==> config.mk <==
export PLATFORM = sky130hd
export DESIGN_NAME = rtcm_reset_tree
export DESIGN_NICKNAME = d
export VERILOG_FILES = /design/src/rtcm_pkg.sv /design/src/rtcm_reset_tree.sv /design/src/rtcm_freq_check.sv
export VERILOG_INCLUDE_DIRS = /design/src
export SDC_FILE = /design/constraint.sdc
export NUM_CORES = 1
export LEC_CHECK = 0
export BUFFER_PORTS_ARGS = -buffer_cell sky130_fd_sc_hd__buf_2
export CORE_MARGIN = 3
export CORE_UTILIZATION = 30
export CTS_CLUSTER_DIAMETER = 30
export DETAILED_ROUTE_END_ITERATION = 8
export MAX_ROUTING_LAYER = met4
export PLACE_DENSITY = 0.45
export SLEW_MARGIN = 10
export SYNTH_ARGS = -nofsm -noshare
export SYNTH_HDL_FRONTEND = slang
export SYNTH_SLANG_ARGS = --single-unit
==> constraint.sdc <==
create_clock -name clk -period 19.9 [get_ports clk]
set_input_delay 0.995 -clock clk [delete_from_list [all_inputs] [get_ports clk]]
set_output_delay 0.995 -clock clk [all_outputs]
set_load 0.01 [all_outputs]
==> src/rtcm_map.svh <==
// constants of the reset tree and clock monitor: bit positions, timings
// assumes a single 250 MHz system clock; included by bare name
`ifndef RTCM_MAP_SVH
`define RTCM_MAP_SVH

// ************************************
// clock and timing
// ************************************
`define RTCM_CLK_MHZ           250
`define RTCM_OSC_TIMEOUT_NS    1000
`define RTCM_SS_MOD_KHZ        125
`define RTCM_MAIN_OSC_MHZ      16

// ************************************
// synchronised fault input positions
// ************************************
`define RTCM_IN_GND_OPEN       0
`define RTCM_IN_INT_SUPPLY     1
`define RTCM_IN_BANDGAP        2
`define RTCM_IN_IO_SUPPLY      3
`define RTCM_IN_CORE_SUPPLY    4
`define RTCM_IN_MCU_OV         5
`define RTCM_IN_MCU_UV         6
`define RTCM_IN_WD_QA          7
`define RTCM_IN_WD_PP          8
`define RTCM_IN_BOOST_OK       9
`define RTCM_IN_W              10

// ************************************
// reset cause bit positions
// ************************************
`define RTCM_CAUSE_POR         0
`define RTCM_CAUSE_IO_SUPPLY   1
`define RTCM_CAUSE_CORE_SUPPLY 2
`define RTCM_CAUSE_MCU_OV      3
`define RTCM_CAUSE_MCU_UV      4
`define RTCM_CAUSE_WD_QA       5
`define RTCM_CAUSE_WD_PP       6
`define RTCM_CAUSE_W           7

// ************************************
// spread spectrum, deviation in 0.1 % units
// ************************************
`define RTCM_SS_DEV_MIN_LO     (-50)
`define RTCM_SS_DEV_MIN_HI     (-20)
`define RTCM_SS_DEV_MAX_LO     20
`define RTCM_SS_DEV_MAX_HI     50
`define RTCM_SS_DEV_W          8

`endif

==> src/rtcm_pkg.sv <==
// types shared by the reset tree and clock monitor
// assumes nothing of its surroundings
`default_nettype none

package rtcm_pkg;
	// direction of the triangular spread-spectrum sweep
	typedef enum logic [0:0] {
		RTCM_SWEEP_UP   = 1'b0,
		RTCM_SWEEP_DOWN = 1'b1
	} rtcm_sweep_t;
endpackage

`default_nettype wire

==> src/rtcm_reset_tree.sv <==
// reset tree, reset cause latch, clock monitor and spread-spectrum sweep
// assumes fault inputs and oscillator levels are asynchronous to clk;
// standby and read strobes come from logic on clk
`default_nettype none
`include "rtcm_map.svh"

module rtcm_reset_tree #(
	parameter int SS_DEV_MIN   = -30,
	parameter int SS_DEV_MAX   = 30,
	parameter int MAIN_WIN     = 16,
	parameter int MAIN_LO      = 110,
	parameter int MAIN_HI      = 146,
	parameter int SEC_WIN      = 128,
	parameter int SEC_LO       = 14,
	parameter int SEC_HI       = 18
) (
	// clock and reset
	input  wire logic                          clk,
	input  wire logic                          rstn,
	// power-on reset sources
	input  wire logic                          digital_ground_pin_open,
	input  wire logic                          int_supply_fault,
	input  wire logic                          bandgap_fault,
	// supply rail sources
	input  wire logic                          io_supply_rails_fault,
	input  wire logic                          core_supply_rail_fault,
	input  wire logic                          mcu_supply_ov,
	input  wire logic                          mcu_supply_uv,
	input  wire logic                          boosted_supply_ok,
	// watchdog failures
	input  wire logic                          query_answer_watchdog_fail,
	input  wire logic                          pulse_period_watchdog_fail,
	// mode and software
	input  wire logic                          standby,
	input  wire logic                          ss_disable,
	input  wire logic                          supply_status_read,
	input  wire logic                          clk_status_read,
	// oscillators as sampled levels
	input  wire logic                          main_osc,
	input  wire logic                          sec_osc,
	// reset pin, open drain
	output logic                               reset_pin_o,
	output logic                               reset_pin_oe,
	// internal resets
	output logic                               por_reset,
	output logic                               watchdog_fsm_reset,
	output logic                               system_fsm_reset,
	// status
	output logic [`RTCM_CAUSE_W-1:0]           reset_cause,
	output logic                               clk_err,
	output logic                               clk_timeout_err,
	// spread-spectrum trim to the oscillator, 0.1 % units
	output logic signed [`RTCM_SS_DEV_W-1:0]   ss_trim
);
	localparam int TIMEOUT_CYC = (`RTCM_OSC_TIMEOUT_NS * `RTCM_CLK_MHZ) / 1000;
	localparam int SS_HALF_CYC = (`RTCM_CLK_MHZ * 1000) / (2 * `RTCM_SS_MOD_KHZ);

	// refused at elaboration; the 16-bit timers bound the clock rate
	if (SS_DEV_MIN < `RTCM_SS_DEV_MIN_LO
		|| SS_DEV_MIN > `RTCM_SS_DEV_MIN_HI) begin : g_bad_min
		$error("rtcm_reset_tree: sweep minimum out of range");
	end
	if (SS_DEV_MAX < `RTCM_SS_DEV_MAX_LO
		|| SS_DEV_MAX > `RTCM_SS_DEV_MAX_HI) begin : g_bad_max
		$error("rtcm_reset_tree: sweep maximum out of range");
	end
	if (TIMEOUT_CYC < 1 || TIMEOUT_CYC > 65536
		|| SS_HALF_CYC < 2 || SS_HALF_CYC > 65536) begin : g_bad_rate
		$error("rtcm_reset_tree: clock rate out of range");
	end

	// deviation at a sweep position, linear from minimum to maximum
	function automatic logic signed [`RTCM_SS_DEV_W-1:0] dev_at(input logic [15:0] pos);
		int v;
		v = SS_DEV_MIN + ((SS_DEV_MAX - SS_DEV_MIN) * int'(pos)) / (SS_HALF_CYC - 1);
		return `RTCM_SS_DEV_W'(v);
	endfunction

	// ************************************
	// input synchronisers, three stages, change once two and three agree
	// ************************************
	wire [`RTCM_IN_W-1:0] raw_in;
	assign raw_in[`RTCM_IN_GND_OPEN]    = digital_ground_pin_open;
	assign raw_in[`RTCM_IN_INT_SUPPLY]  = int_supply_fault;
	assign raw_in[`RTCM_IN_BANDGAP]     = bandgap_fault;
	assign raw_in[`RTCM_IN_IO_SUPPLY]   = io_supply_rails_fault;
	assign raw_in[`RTCM_IN_CORE_SUPPLY] = core_supply_rail_fault;
	assign raw_in[`RTCM_IN_MCU_OV]      = mcu_supply_ov;
	assign raw_in[`RTCM_IN_MCU_UV]      = mcu_supply_uv;
	assign raw_in[`RTCM_IN_WD_QA]       = query_answer_watchdog_fail;
	assign raw_in[`RTCM_IN_WD_PP]       = pulse_period_watchdog_fail;
	assign raw_in[`RTCM_IN_BOOST_OK]    = boosted_supply_ok;

	logic [`RTCM_IN_W-1:0] in_s1;
	logic [`RTCM_IN_W-1:0] in_s2;
	logic [`RTCM_IN_W-1:0] in_s3;
	logic [`RTCM_IN_W-1:0] in_st;
	logic [1:0]            osc_s1;
	logic [1:0]            osc_s2;
	logic [1:0]            osc_s3;
	logic [1:0]            osc_st;
	logic [1:0]            osc_d;

	// hold until stages two and three agree; s1 feeds only s2
	wire [`RTCM_IN_W-1:0] next_in_st  = (in_s2 & in_s3) | (in_st & (in_s2 | in_s3));
	wire [1:0]            next_osc_st = (osc_s2 & osc_s3) | (osc_st & (osc_s2 | osc_s3));

	// all stages clear to 0; the tree's own registers start in reset instead
	always_ff @(posedge clk or negedge rstn) begin
		if (!rstn) begin
			in_s1  <= '0;
			in_s2  <= '0;
			in_s3  <= '0;
			in_st  <= '0;
			osc_s1 <= 2'h0;
			osc_s2 <= 2'h0;
			osc_s3 <= 2'h0;
			osc_st <= 2'h0;
			osc_d  <= 2'h0;
		end else begin
			in_s1  <= raw_in;
			in_s2  <= in_s1;
			in_s3  <= in_s2;
			in_st  <= next_in_st;
			osc_s1 <= {sec_osc, main_osc};
			osc_s2 <= osc_s1;
			osc_s3 <= osc_s2;
			osc_st <= next_osc_st;
			osc_d  <= osc_st;
		end
	end

	// ************************************
	// reset hierarchy
	// ************************************
	wire por_src = in_st[`RTCM_IN_GND_OPEN] | in_st[`RTCM_IN_INT_SUPPLY]
		| in_st[`RTCM_IN_BANDGAP];
	wire rail_src = in_st[`RTCM_IN_IO_SUPPLY] | in_st[`RTCM_IN_CORE_SUPPLY];
	wire mcu_src  = in_st[`RTCM_IN_MCU_OV] | in_st[`RTCM_IN_MCU_UV];
	wire wd_src   = in_st[`RTCM_IN_WD_QA] | in_st[`RTCM_IN_WD_PP];

	// each stage reads the registered stage above, so release is ordered
	wire next_wsm = por_reset | rail_src;
	wire next_ssm = por_reset | watchdog_fsm_reset | wd_src | mcu_src;

	always_ff @(posedge clk or negedge rstn) begin
		if (!rstn) begin
			por_reset          <= 1'b1;
			watchdog_fsm_reset <= 1'b1;
			system_fsm_reset   <= 1'b1;
		end else begin
			por_reset          <= por_src;
			watchdog_fsm_reset <= next_wsm;
			system_fsm_reset   <= next_ssm;
		end
	end

	// ************************************
	// reset pin: drive low only, never high
	// ************************************
	wire pin_can_drive = !standby || in_st[`RTCM_IN_BOOST_OK];
	assign reset_pin_o  = 1'b0;
	assign reset_pin_oe = system_fsm_reset && pin_can_drive;

	// ************************************
	// reset cause latch, set wins over read clear
	// ************************************
	logic [`RTCM_CAUSE_W-1:0] cause_now;
	always_comb begin
		cause_now = '0;
		cause_now[`RTCM_CAUSE_POR]         = por_src;
		cause_now[`RTCM_CAUSE_IO_SUPPLY]   = in_st[`RTCM_IN_IO_SUPPLY];
		cause_now[`RTCM_CAUSE_CORE_SUPPLY] = in_st[`RTCM_IN_CORE_SUPPLY];
		cause_now[`RTCM_CAUSE_MCU_OV]      = in_st[`RTCM_IN_MCU_OV];
		cause_now[`RTCM_CAUSE_MCU_UV]      = in_st[`RTCM_IN_MCU_UV];
		cause_now[`RTCM_CAUSE_WD_QA]       = in_st[`RTCM_IN_WD_QA];
		cause_now[`RTCM_CAUSE_WD_PP]       = in_st[`RTCM_IN_WD_PP];
	end

	wire [`RTCM_CAUSE_W-1:0] next_cause =
		(supply_status_read ? '0 : reset_cause) | cause_now;

	always_ff @(posedge clk or negedge rstn) begin
		if (!rstn)
			reset_cause <= '0;
		else
			reset_cause <= next_cause;
	end

	// ************************************
	// clock monitor, both directions
	// ************************************
	wire main_edge = osc_st[0] && !osc_d[0];
	wire sec_edge  = osc_st[1] && !osc_d[1];
	wire main_done;
	wire main_bad;
	wire sec_done;
	wire sec_bad;

	// main counted over a window of secondary edges
	rtcm_freq_check #(
		.WIN_EDGES (MAIN_WIN),
		.CNT_W     (8),
		.CNT_LO    (MAIN_LO),
		.CNT_HI    (MAIN_HI)
	) u_main_chk (
		.clk          (clk),
		.rstn         (rstn),
		.win_edge     (sec_edge),
		.cnt_edge     (main_edge),
		.done         (main_done),
		.out_of_range (main_bad),
		.last_count   ()
	);

	// secondary counted over a window of main edges
	rtcm_freq_check #(
		.WIN_EDGES (SEC_WIN),
		.CNT_W     (8),
		.CNT_LO    (SEC_LO),
		.CNT_HI    (SEC_HI)
	) u_sec_chk (
		.clk          (clk),
		.rstn         (rstn),
		.win_edge     (main_edge),
		.cnt_edge     (sec_edge),
		.done         (sec_done),
		.out_of_range (sec_bad),
		.last_count   ()
	);

	// a stopped main oscillator never closes the secondary window,
	// so a separate timer on clk catches it
	logic [15:0] idle_cnt;
	wire         idle_hit  = (idle_cnt == 16'(TIMEOUT_CYC - 1));
	wire         range_err = (main_done && main_bad) || (sec_done && sec_bad);
	wire next_clk_err  = (clk_status_read ? 1'b0 : clk_err) | range_err;
	wire next_timeout  = (clk_status_read ? 1'b0 : clk_timeout_err) | idle_hit;

	always_ff @(posedge clk or negedge rstn) begin
		if (!rstn) begin
			idle_cnt        <= 16'h0000;
			clk_err         <= 1'b0;
			clk_timeout_err <= 1'b0;
		end else begin
			if (main_edge || idle_hit)
				idle_cnt <= 16'h0000;
			else
				idle_cnt <= idle_cnt + 16'h0001;
			clk_err         <= next_clk_err;
			clk_timeout_err <= next_timeout;
		end
	end

	// ************************************
	// spread-spectrum triangular sweep
	// ************************************
	rtcm_pkg::rtcm_sweep_t sweep;
	rtcm_pkg::rtcm_sweep_t next_sweep;
	logic [15:0]           sweep_pos;
	wire                   sweep_top = (sweep_pos == 16'(SS_HALF_CYC - 1));
	wire                   sweep_bot = (sweep_pos == 16'h0000);

	always_comb begin
		next_sweep = sweep;
		unique case (sweep)
			rtcm_pkg::RTCM_SWEEP_UP: begin
				if (sweep_top)
					next_sweep = rtcm_pkg::RTCM_SWEEP_DOWN;
			end
			rtcm_pkg::RTCM_SWEEP_DOWN: begin
				if (sweep_bot)
					next_sweep = rtcm_pkg::RTCM_SWEEP_UP;
			end
		endcase
	end

	// one full up-down cycle is the modulation period
	always_ff @(posedge clk or negedge rstn) begin
		if (!rstn) begin
			sweep     <= rtcm_pkg::RTCM_SWEEP_UP;
			sweep_pos <= 16'h0000;
			ss_trim   <= '0;
		end else begin
			sweep <= next_sweep;
			if (sweep == rtcm_pkg::RTCM_SWEEP_UP && !sweep_top)
				sweep_pos <= sweep_pos + 16'h0001;
			else if (sweep == rtcm_pkg::RTCM_SWEEP_DOWN && !sweep_bot)
				sweep_pos <= sweep_pos - 16'h0001;
			ss_trim <= ss_disable ? '0 : dev_at(sweep_pos);
		end
	end
endmodule // rtcm_reset_tree

`default_nettype wire

==> src/rtcm_freq_check.sv <==
// windowed frequency comparison of one oscillator against another
// assumes both edge inputs are one-cycle pulses on clk
`default_nettype none
`include "rtcm_map.svh"

module rtcm_freq_check #(
	parameter int WIN_EDGES = 16,
	parameter int CNT_W     = 8,
	parameter int CNT_LO    = 110,
	parameter int CNT_HI    = 146
) (
	// clock and reset
	input  wire logic             clk,
	input  wire logic             rstn,
	// oscillator edges
	input  wire logic             win_edge,
	input  wire logic             cnt_edge,
	// result
	output logic                  done,
	output logic                  out_of_range,
	output logic [CNT_W-1:0]      last_count
);
	// refused at elaboration: the window counter is 16 bits wide
	if (WIN_EDGES < 2 || WIN_EDGES > 65536
		|| CNT_LO > CNT_HI || CNT_HI >= (1 << CNT_W)) begin : g_bad_cfg
		$error("rtcm_freq_check: bad window or limits");
	end

	logic [15:0]      win_cnt;
	logic [CNT_W-1:0] cnt;
	wire              win_end = win_edge && (win_cnt == 16'(WIN_EDGES - 1));
	wire              cnt_sat = (cnt == {CNT_W{1'b1}});
	wire [CNT_W-1:0]  cnt_fin = (cnt_edge && !cnt_sat) ? cnt + 1'b1 : cnt;
	wire              bad     = (cnt_fin < CNT_W'(CNT_LO)) || (cnt_fin > CNT_W'(CNT_HI));

	// ************************************
	// window timed by one clock, counting the other
	// ************************************
	always_ff @(posedge clk or negedge rstn) begin
		if (!rstn) begin
			win_cnt      <= 16'h0000;
			cnt          <= '0;
			done         <= 1'b0;
			out_of_range <= 1'b0;
			last_count   <= '0;
		end else begin
			done <= win_end;
			if (win_end) begin
				win_cnt      <= 16'h0000;
				cnt          <= '0;
				last_count   <= cnt_fin;
				out_of_range <= bad;
			end else begin
				if (win_edge)
					win_cnt <= win_cnt + 16'h0001;
				cnt <= cnt_fin;
			end
		end
	end
endmodule // rtcm_freq_check

`default_nettype wire

Word-level counts from Yosys, hierarchy flattened
Index checks and enable logic that the tools add are counted.

Logic and storage cells: 113. Output and inout port bits: 22. Input port bits: 18. Register bits after elaboration: 155.

$lt $le $gt $ge: 4. Bitwise logic cells: 21. Reductions and logical operators: 27. Divide/modulo/power cells: 1. Multiply operators: 1. Add/sub/neg operators: 8. Eq/ne operators: 6. Multiplexer cells: 18.

Operator list (number): two-way mux 16 bit (7); adder 16 x 1 -> 16 bit (second input constant) (4); two-way mux 8 bit (5); divider 32 x 11 -> 32 bit (second input constant) (1); bitwise AND 10 bit (2); multiplier 4 x 16 -> 20 bit (first input constant) (1); bitwise OR 10 bit (2); adder 8 x 1 -> 8 bit (second input constant) (2); == test 16 x 10 -> 1 bit (second input constant) (1); == test 16 x 4 -> 1 bit (second input constant) (1); == test 16 x 7 -> 1 bit (second input constant) (1); == test 16 x 8 -> 1 bit (second input constant) (1); == test 8 bit (second input constant) (2); logical NOT 16 bit (1); subtractor 16 x 1 -> 16 bit (second input constant) (1); logical AND 1 bit (11); bitwise OR 1 bit (11); adder 6 x 8 -> 8 bit (first input constant) (1); greater-than comparator 8 x 5 -> 1 bit (second input constant) (1); greater-than comparator 8 bit (second input constant) (1); less-than comparator 8 x 4 -> 1 bit (second input constant) (1); less-than comparator 8 x 7 -> 1 bit (second input constant) (1); logical NOT 1 bit (7); two-way mux 7 bit (1); other kinds (8) (19).

Depth between registers and ports, before layout
Depth after elaboration: 6. Mapped depth: 62. Gate-level depth less buffers: 54.

Cells and area by module
A second synthesis with hierarchy kept.

Cells, all modules: 1620. Area total of the unflattened synthesis: 14535.2 um^2.

By module, submodules not included: rtcm_reset_tree (area an instance 11293.3 um^2, sequential area each 2581.2 um^2, instances 1, cells each 1312); rtcm_freq_check (u_sec_chk) (area an instance 1655.3 um^2, sequential area each 850.8 um^2, instances 1, cells each 161); rtcm_freq_check (u_main_chk) (area an instance 1586.5 um^2, sequential area each 850.8 um^2, instances 1, cells each 147).

Worst setup path before layout
No wires, ideal clock.

Path kind: reg2reg. From: reg sweep_pos[1]. To: reg ss_trim[0]. Period minus slack after synthesis: 12782 ps. Cell stages (with the launch flop): 59. Data arrival time: 12687 ps. Path buffers: 5. Data required time: 19805 ps. Library setup time: 95 ps. Setup slack: 7118 ps. Path through: dfrtp_1 -> inv_1 -> fa_1 -> fa_1 -> inv_1 -> ha_1 -> buf_4 -> o211ai_2 -> o211ai_1 -> and4_1 -> or3_1 -> and4_4 -> and3_1 -> buf_6 -> a2111oi_2 -> or2_4 -> o41a_1 -> o32ai_4 -> (+23 left out) -> buf_6 -> xor2_2 -> ha_1 -> inv_1 -> o21ai_0 -> o22ai_1 -> a221o_1 -> o21ai_2 -> o2111a_2 -> a2bb2oi_2 -> xnor2_2 -> ha_1 -> nor2_1 -> or4b_1 -> o21ai_1 -> o21ai_1 -> a21o_1 -> o31ai_1.

Longest elaborated chain between the ends: 4.

RTL lines: start, declared (line rtcm_reset_tree.sv:260) `logic [15:0] sweep_pos;`; start signal, assigned (line rtcm_reset_tree.sv:287) `sweep_pos <= sweep_pos + 16'h0001;`; start signal, assigned (line rtcm_reset_tree.sv:289) `sweep_pos <= sweep_pos - 16'h0001;`; multiplier 4 x 16 -> 20 bit (line rtcm_reset_tree.sv:75) `v = SS_DEV_MIN + ((SS_DEV_MAX - SS_DEV_MIN) * int'(pos)) / (SS_HALF_CYC - 1);`; divider 32 x 11 -> 32 bit (line rtcm_reset_tree.sv:75); adder 6 x 8 -> 8 bit (line rtcm_reset_tree.sv:75); two-way mux 8 bit (line rtcm_reset_tree.sv:290) `ss_trim <= ss_disable ? '0 : dev_at(sweep_pos);`; end signal, assigned (line rtcm_reset_tree.sv:290); end, declared (line rtcm_reset_tree.sv:53) `` output logic signed [`RTCM_SS_DEV_W-1:0] ss_trim ``.

Every way passes these cells. A chain may end at the register's enable or synchronous reset.

Final worst setup path
From: reg sweep_pos[2]. To: reg ss_trim[0].

The elaborated chain is that of the path after synthesis.

==> results.md <==
- Total die area: between 40,000 and 50,000 sq um
- Crit path kind: reg2reg
- Slowest cell on crit path: xor2_1
- Synthesis Warnings: 0
- Clock-pin slew on the worst setup and hold paths: about 80 ps
- Pre-CTS setup slack: about 3900 ps
- CP Launch Type: flip-flop
- Status: completed
- Die Width: between 200 and 250 um
- Main flop type after synthesis: dfrtp_1
- Bufs on Longest Clock Path: 2
- Worst R2R Start: sweep_pos[2]
- R2r endpoint: ss_trim[0]
- Inserted Diodes: 0
- Hold Path Cell Cnt: 0
- Post-DRT Antenna Nets: 0
- Layout cells sized above 1: around an eighth
- Post CTS Setup Buffer Count: 0
- Final Core Density: around a third
- Initial DRC count: roughly 830
- Switch share: 28.1%
- Post-synth cell types: between 100 and 150
- Htree depth: 4
- Max-slew headroom: roughly a third
- CTS Buf Count: 17
- PwrDens: between 50 and 60 nW/um^2
- Synthesized flop and latch total: ~160
- Worst setup margin: about 3800 ps
- Largest net degree at the start of global routing: 80
- Asr flop ratio synth: 100%
- WP data required: around 20,000 ps
- Port Buffer Count: 38
- Clk_skew: between 20 and 25 ps
- Mapped Nets: between 1,500 and 2,000
- Routed vias: between 10,000 and 15,000
- Post-detail-place hpwl: about 26,000 um
- Cells after Synth: roughly 1,500
- Worst reg-to-reg path cell count: 53
- Ports: 40
- Clk_lat worst skew: about 440 ps
- Max Freq: 62.2 MHz
- Drt total wl: about 34,000 um
- Unrepaired setup endpoints after global routing: false
- Core Box Area: ~45,000 sq um
- Register area share after synthesis: 28.3%
- Initial core utilization: a little under a third
- Root Driver: clkbuf_16
- Transition time of the tightest slew-check pin: roughly 1000 ps
- Initial antenna violation count: 0
- Post-route DRC: 0
- TritonCTS clock tree: done
- Setup Total Neg Slack: 0 ps
- Clk pwr share: a little over two fifths
- Finish-stage setup viols: 0
- Critical Path End Type: flip-flop
- Avg Cell Area, Syn: 9.04 sq um
- Worst-path maximum fanout: 16
- Drt first pass iters: 5
- EDFF count, synth: 0
- First-pass GRT wire length: roughly 58,000 um
- Die Ht: 220 um
- Synth-to-Final Area Change: 9.22%
- NetSw: between 0.0002 and 0.00025 W
- CTS hold repair buffers: 0
- Hold Fails Final Rpt: 0
- Pint: approximately 0.00056 W
- GRT Resource Usage Total: ~15%
- Max Cap Violations: 0
- Clk sinks: around 160
- Netlist Area Pre-Place: 13,700 sq um
- R2R setup slack: 3830 ps
- Final RePlAce weighted congestion: between 0.8 and 0.9
- Vias in the first global route: approximately 11,000
- Part of the power in registers: between 40% and 50%
- Worst Hold Class: reg2reg
- DR vias/cell: roughly 5.4
- Final worst-path cycle share: between 80% and 90%
- WP data arrival: ~16,000 ps
- Worst VDD drop: ~39 uV
- Hold Startpoint: in_s1[6]
- Max incr delay on CP: 730 ps
- Comb pwr share: around a tenth
- Post-CTS sizing: 0
- Nets: 1,650
- Hold EP: in_s2[6]
- Total grt overflow: 0
- Row count: between 70 and 80
- Fin. max-slew vios: 0
- WL/cell: roughly 16 um
- Pleak: about 5.9 nW
- Min Tclk post-route: between 15,000 and 20,000 ps
==> worst max-delay path: cells and delay by family (launching register included) <==
family	cells	cell delay (ps)
adder cells (fa/ha/maj)	5	1980
buffers and inverters	3	290
XOR/XNOR	3	1240
multiplexers	2	530
AO/OA/AOI/OAI	22	5860
flip-flops	1	540
AND/OR/NAND/NOR	18	5480
==> final cells by class <==
cell class	instances	area, sq um
repair buffers	42	226
fillers	4684	29700
clock buffers	18	429
inverters	67	251
flip-flops and latches	155	3880
well taps	592	741
clock inverters	14	156
multi-input cells	1259	9320
==> registers in the layout (all words and copies together), names as in the netlist, 7 cells and up <==
register / flops
in_st: 10
ss_trim: 8
sweep_pos: 16
u_main_chk.win_cnt: 16
u_main_chk.cnt: 8
in_s2: 10
u_sec_chk.cnt: 8
reset_cause: 7
in_s3: 10
u_sec_chk.win_cnt: 16
in_s1: 10
idle_cnt: 16
==> cells by family (layout without fill, tap and decap cells) <==
group / Yosys count / in the layout / synth area share, %
DFF: 155 / 155 / 28.3
and+or+nand+nor: 546 / 546 / 20.2
other: 1 / 1 / 0.0273
adders and majority gates: 107 / 107 / 11.1
AOI/OAI and AO/OA: 450 / 450 / 25.5
muxes: 19 / 19 / 1.59
buffers and inverters: 106 / 141 / 3.94
xor gates and xnor gates: 136 / 136 / 9.41
==> cells in the mapped netlist, types with 7 or more instances <==
cell type	instances	share of area, %
a211oi_1	14	0.76
a211oi_2	7	0.64
a21o_1	27	1.5
a21oi_1	86	3.1
a31oi_1	19	0.87
a41oi_1	7	0.45
and2_1	14	0.64
and3_1	13	0.59
and4_1	9	0.57
buf_4	16	0.87
clkbuf_1	10	0.27
dfrtp_1	152	28
fa_1	30	4.4
ha_1	60	5.5
inv_1	66	1.8
maj3_1	16	1.2
mux2i_1	14	1.0
nand2_1	127	3.5
nand2b_1	13	0.59
nand3_1	72	2.6
nand4_1	28	1.3
nor2_1	137	3.7
nor2b_1	10	0.46
nor3_1	40	1.5
nor4_1	13	0.59
o2111ai_1	7	0.45
o211ai_1	16	0.87
o21a_1	13	0.71
o21ai_0	69	2.5
o21ai_1	27	0.98
o21bai_1	9	0.49
o22ai_1	10	0.46
or3_1	15	0.68
xnor2_1	85	5.4
xor2_1	39	2.5
==> placed cells by master (no fill, tap or decap), drive strengths merged, types with 13 or more instances in the layout <==
master  instances
mux2i          16
o21a           13
or2            13
xor2           44
a21oi          91
nor4           14
a31oi          23
and3           15
maj3           17
fa             30
or3            17
a211oi         21
a21o           28
nand4          30
clkbuf         18
and2           17
nor3           44
nand2         130
o22ai          15
o211ai         20
nand2b         15
dfrtp         152
buf            42
o21ai         101
inv            75
xnor2          92
ha             60
nand3          72
nor2          140
==> layer usage <==
metal / share of wire [%] / global-route usage, %
met5: 0 / -
met4: 1.6 / 3.76
met3: 2.8 / 2.10
met2: 46 / 23.4
met1: 50 / 20.2
==> power by group through the flow <==
stage                     clock, W  sequential (W)  combinational, W
after floorplan                  0        0.000377         0.0000574
after global placement           0        0.000383         0.0000779
after detailed placement         0        0.000383         0.0000790
after CTS                 0.000340        0.000378         0.0000796
after global routing      0.000352        0.000384         0.0000927
final                     0.000325        0.000378         0.0000776
==> per-stage QoR <==
stage	power [W]	std cells	area, sq um	hold slack, ps
2_1_floorplan	0.000434	1520	13700	331
5_1_grt	0.000828	2147	15000	353
3_3_place_gp	0.000461	2115	14400	334
3_5_place_dp	0.000462	2115	14400	335
6_report	0.000781	2147	15000	349
4_1_cts	0.000798	2147	15000	351
==> worst max-delay path by stage <==
stage,to,cells after the start,slack (ps),from
2_1_floorplan,ss_trim[0],58,7120,sweep_pos[1]
3_3_place_gp,ss_trim[0],52,3900,sweep_pos[1]
3_5_place_dp,ss_trim[0],52,3950,sweep_pos[2]
4_1_cts,ss_trim[0],52,3850,sweep_pos[2]
5_1_grt,ss_trim[0],54,2430,sweep_pos[1]
6_report,ss_trim[0],53,3830,sweep_pos[2]
Power figures use the tool's default switching activity.
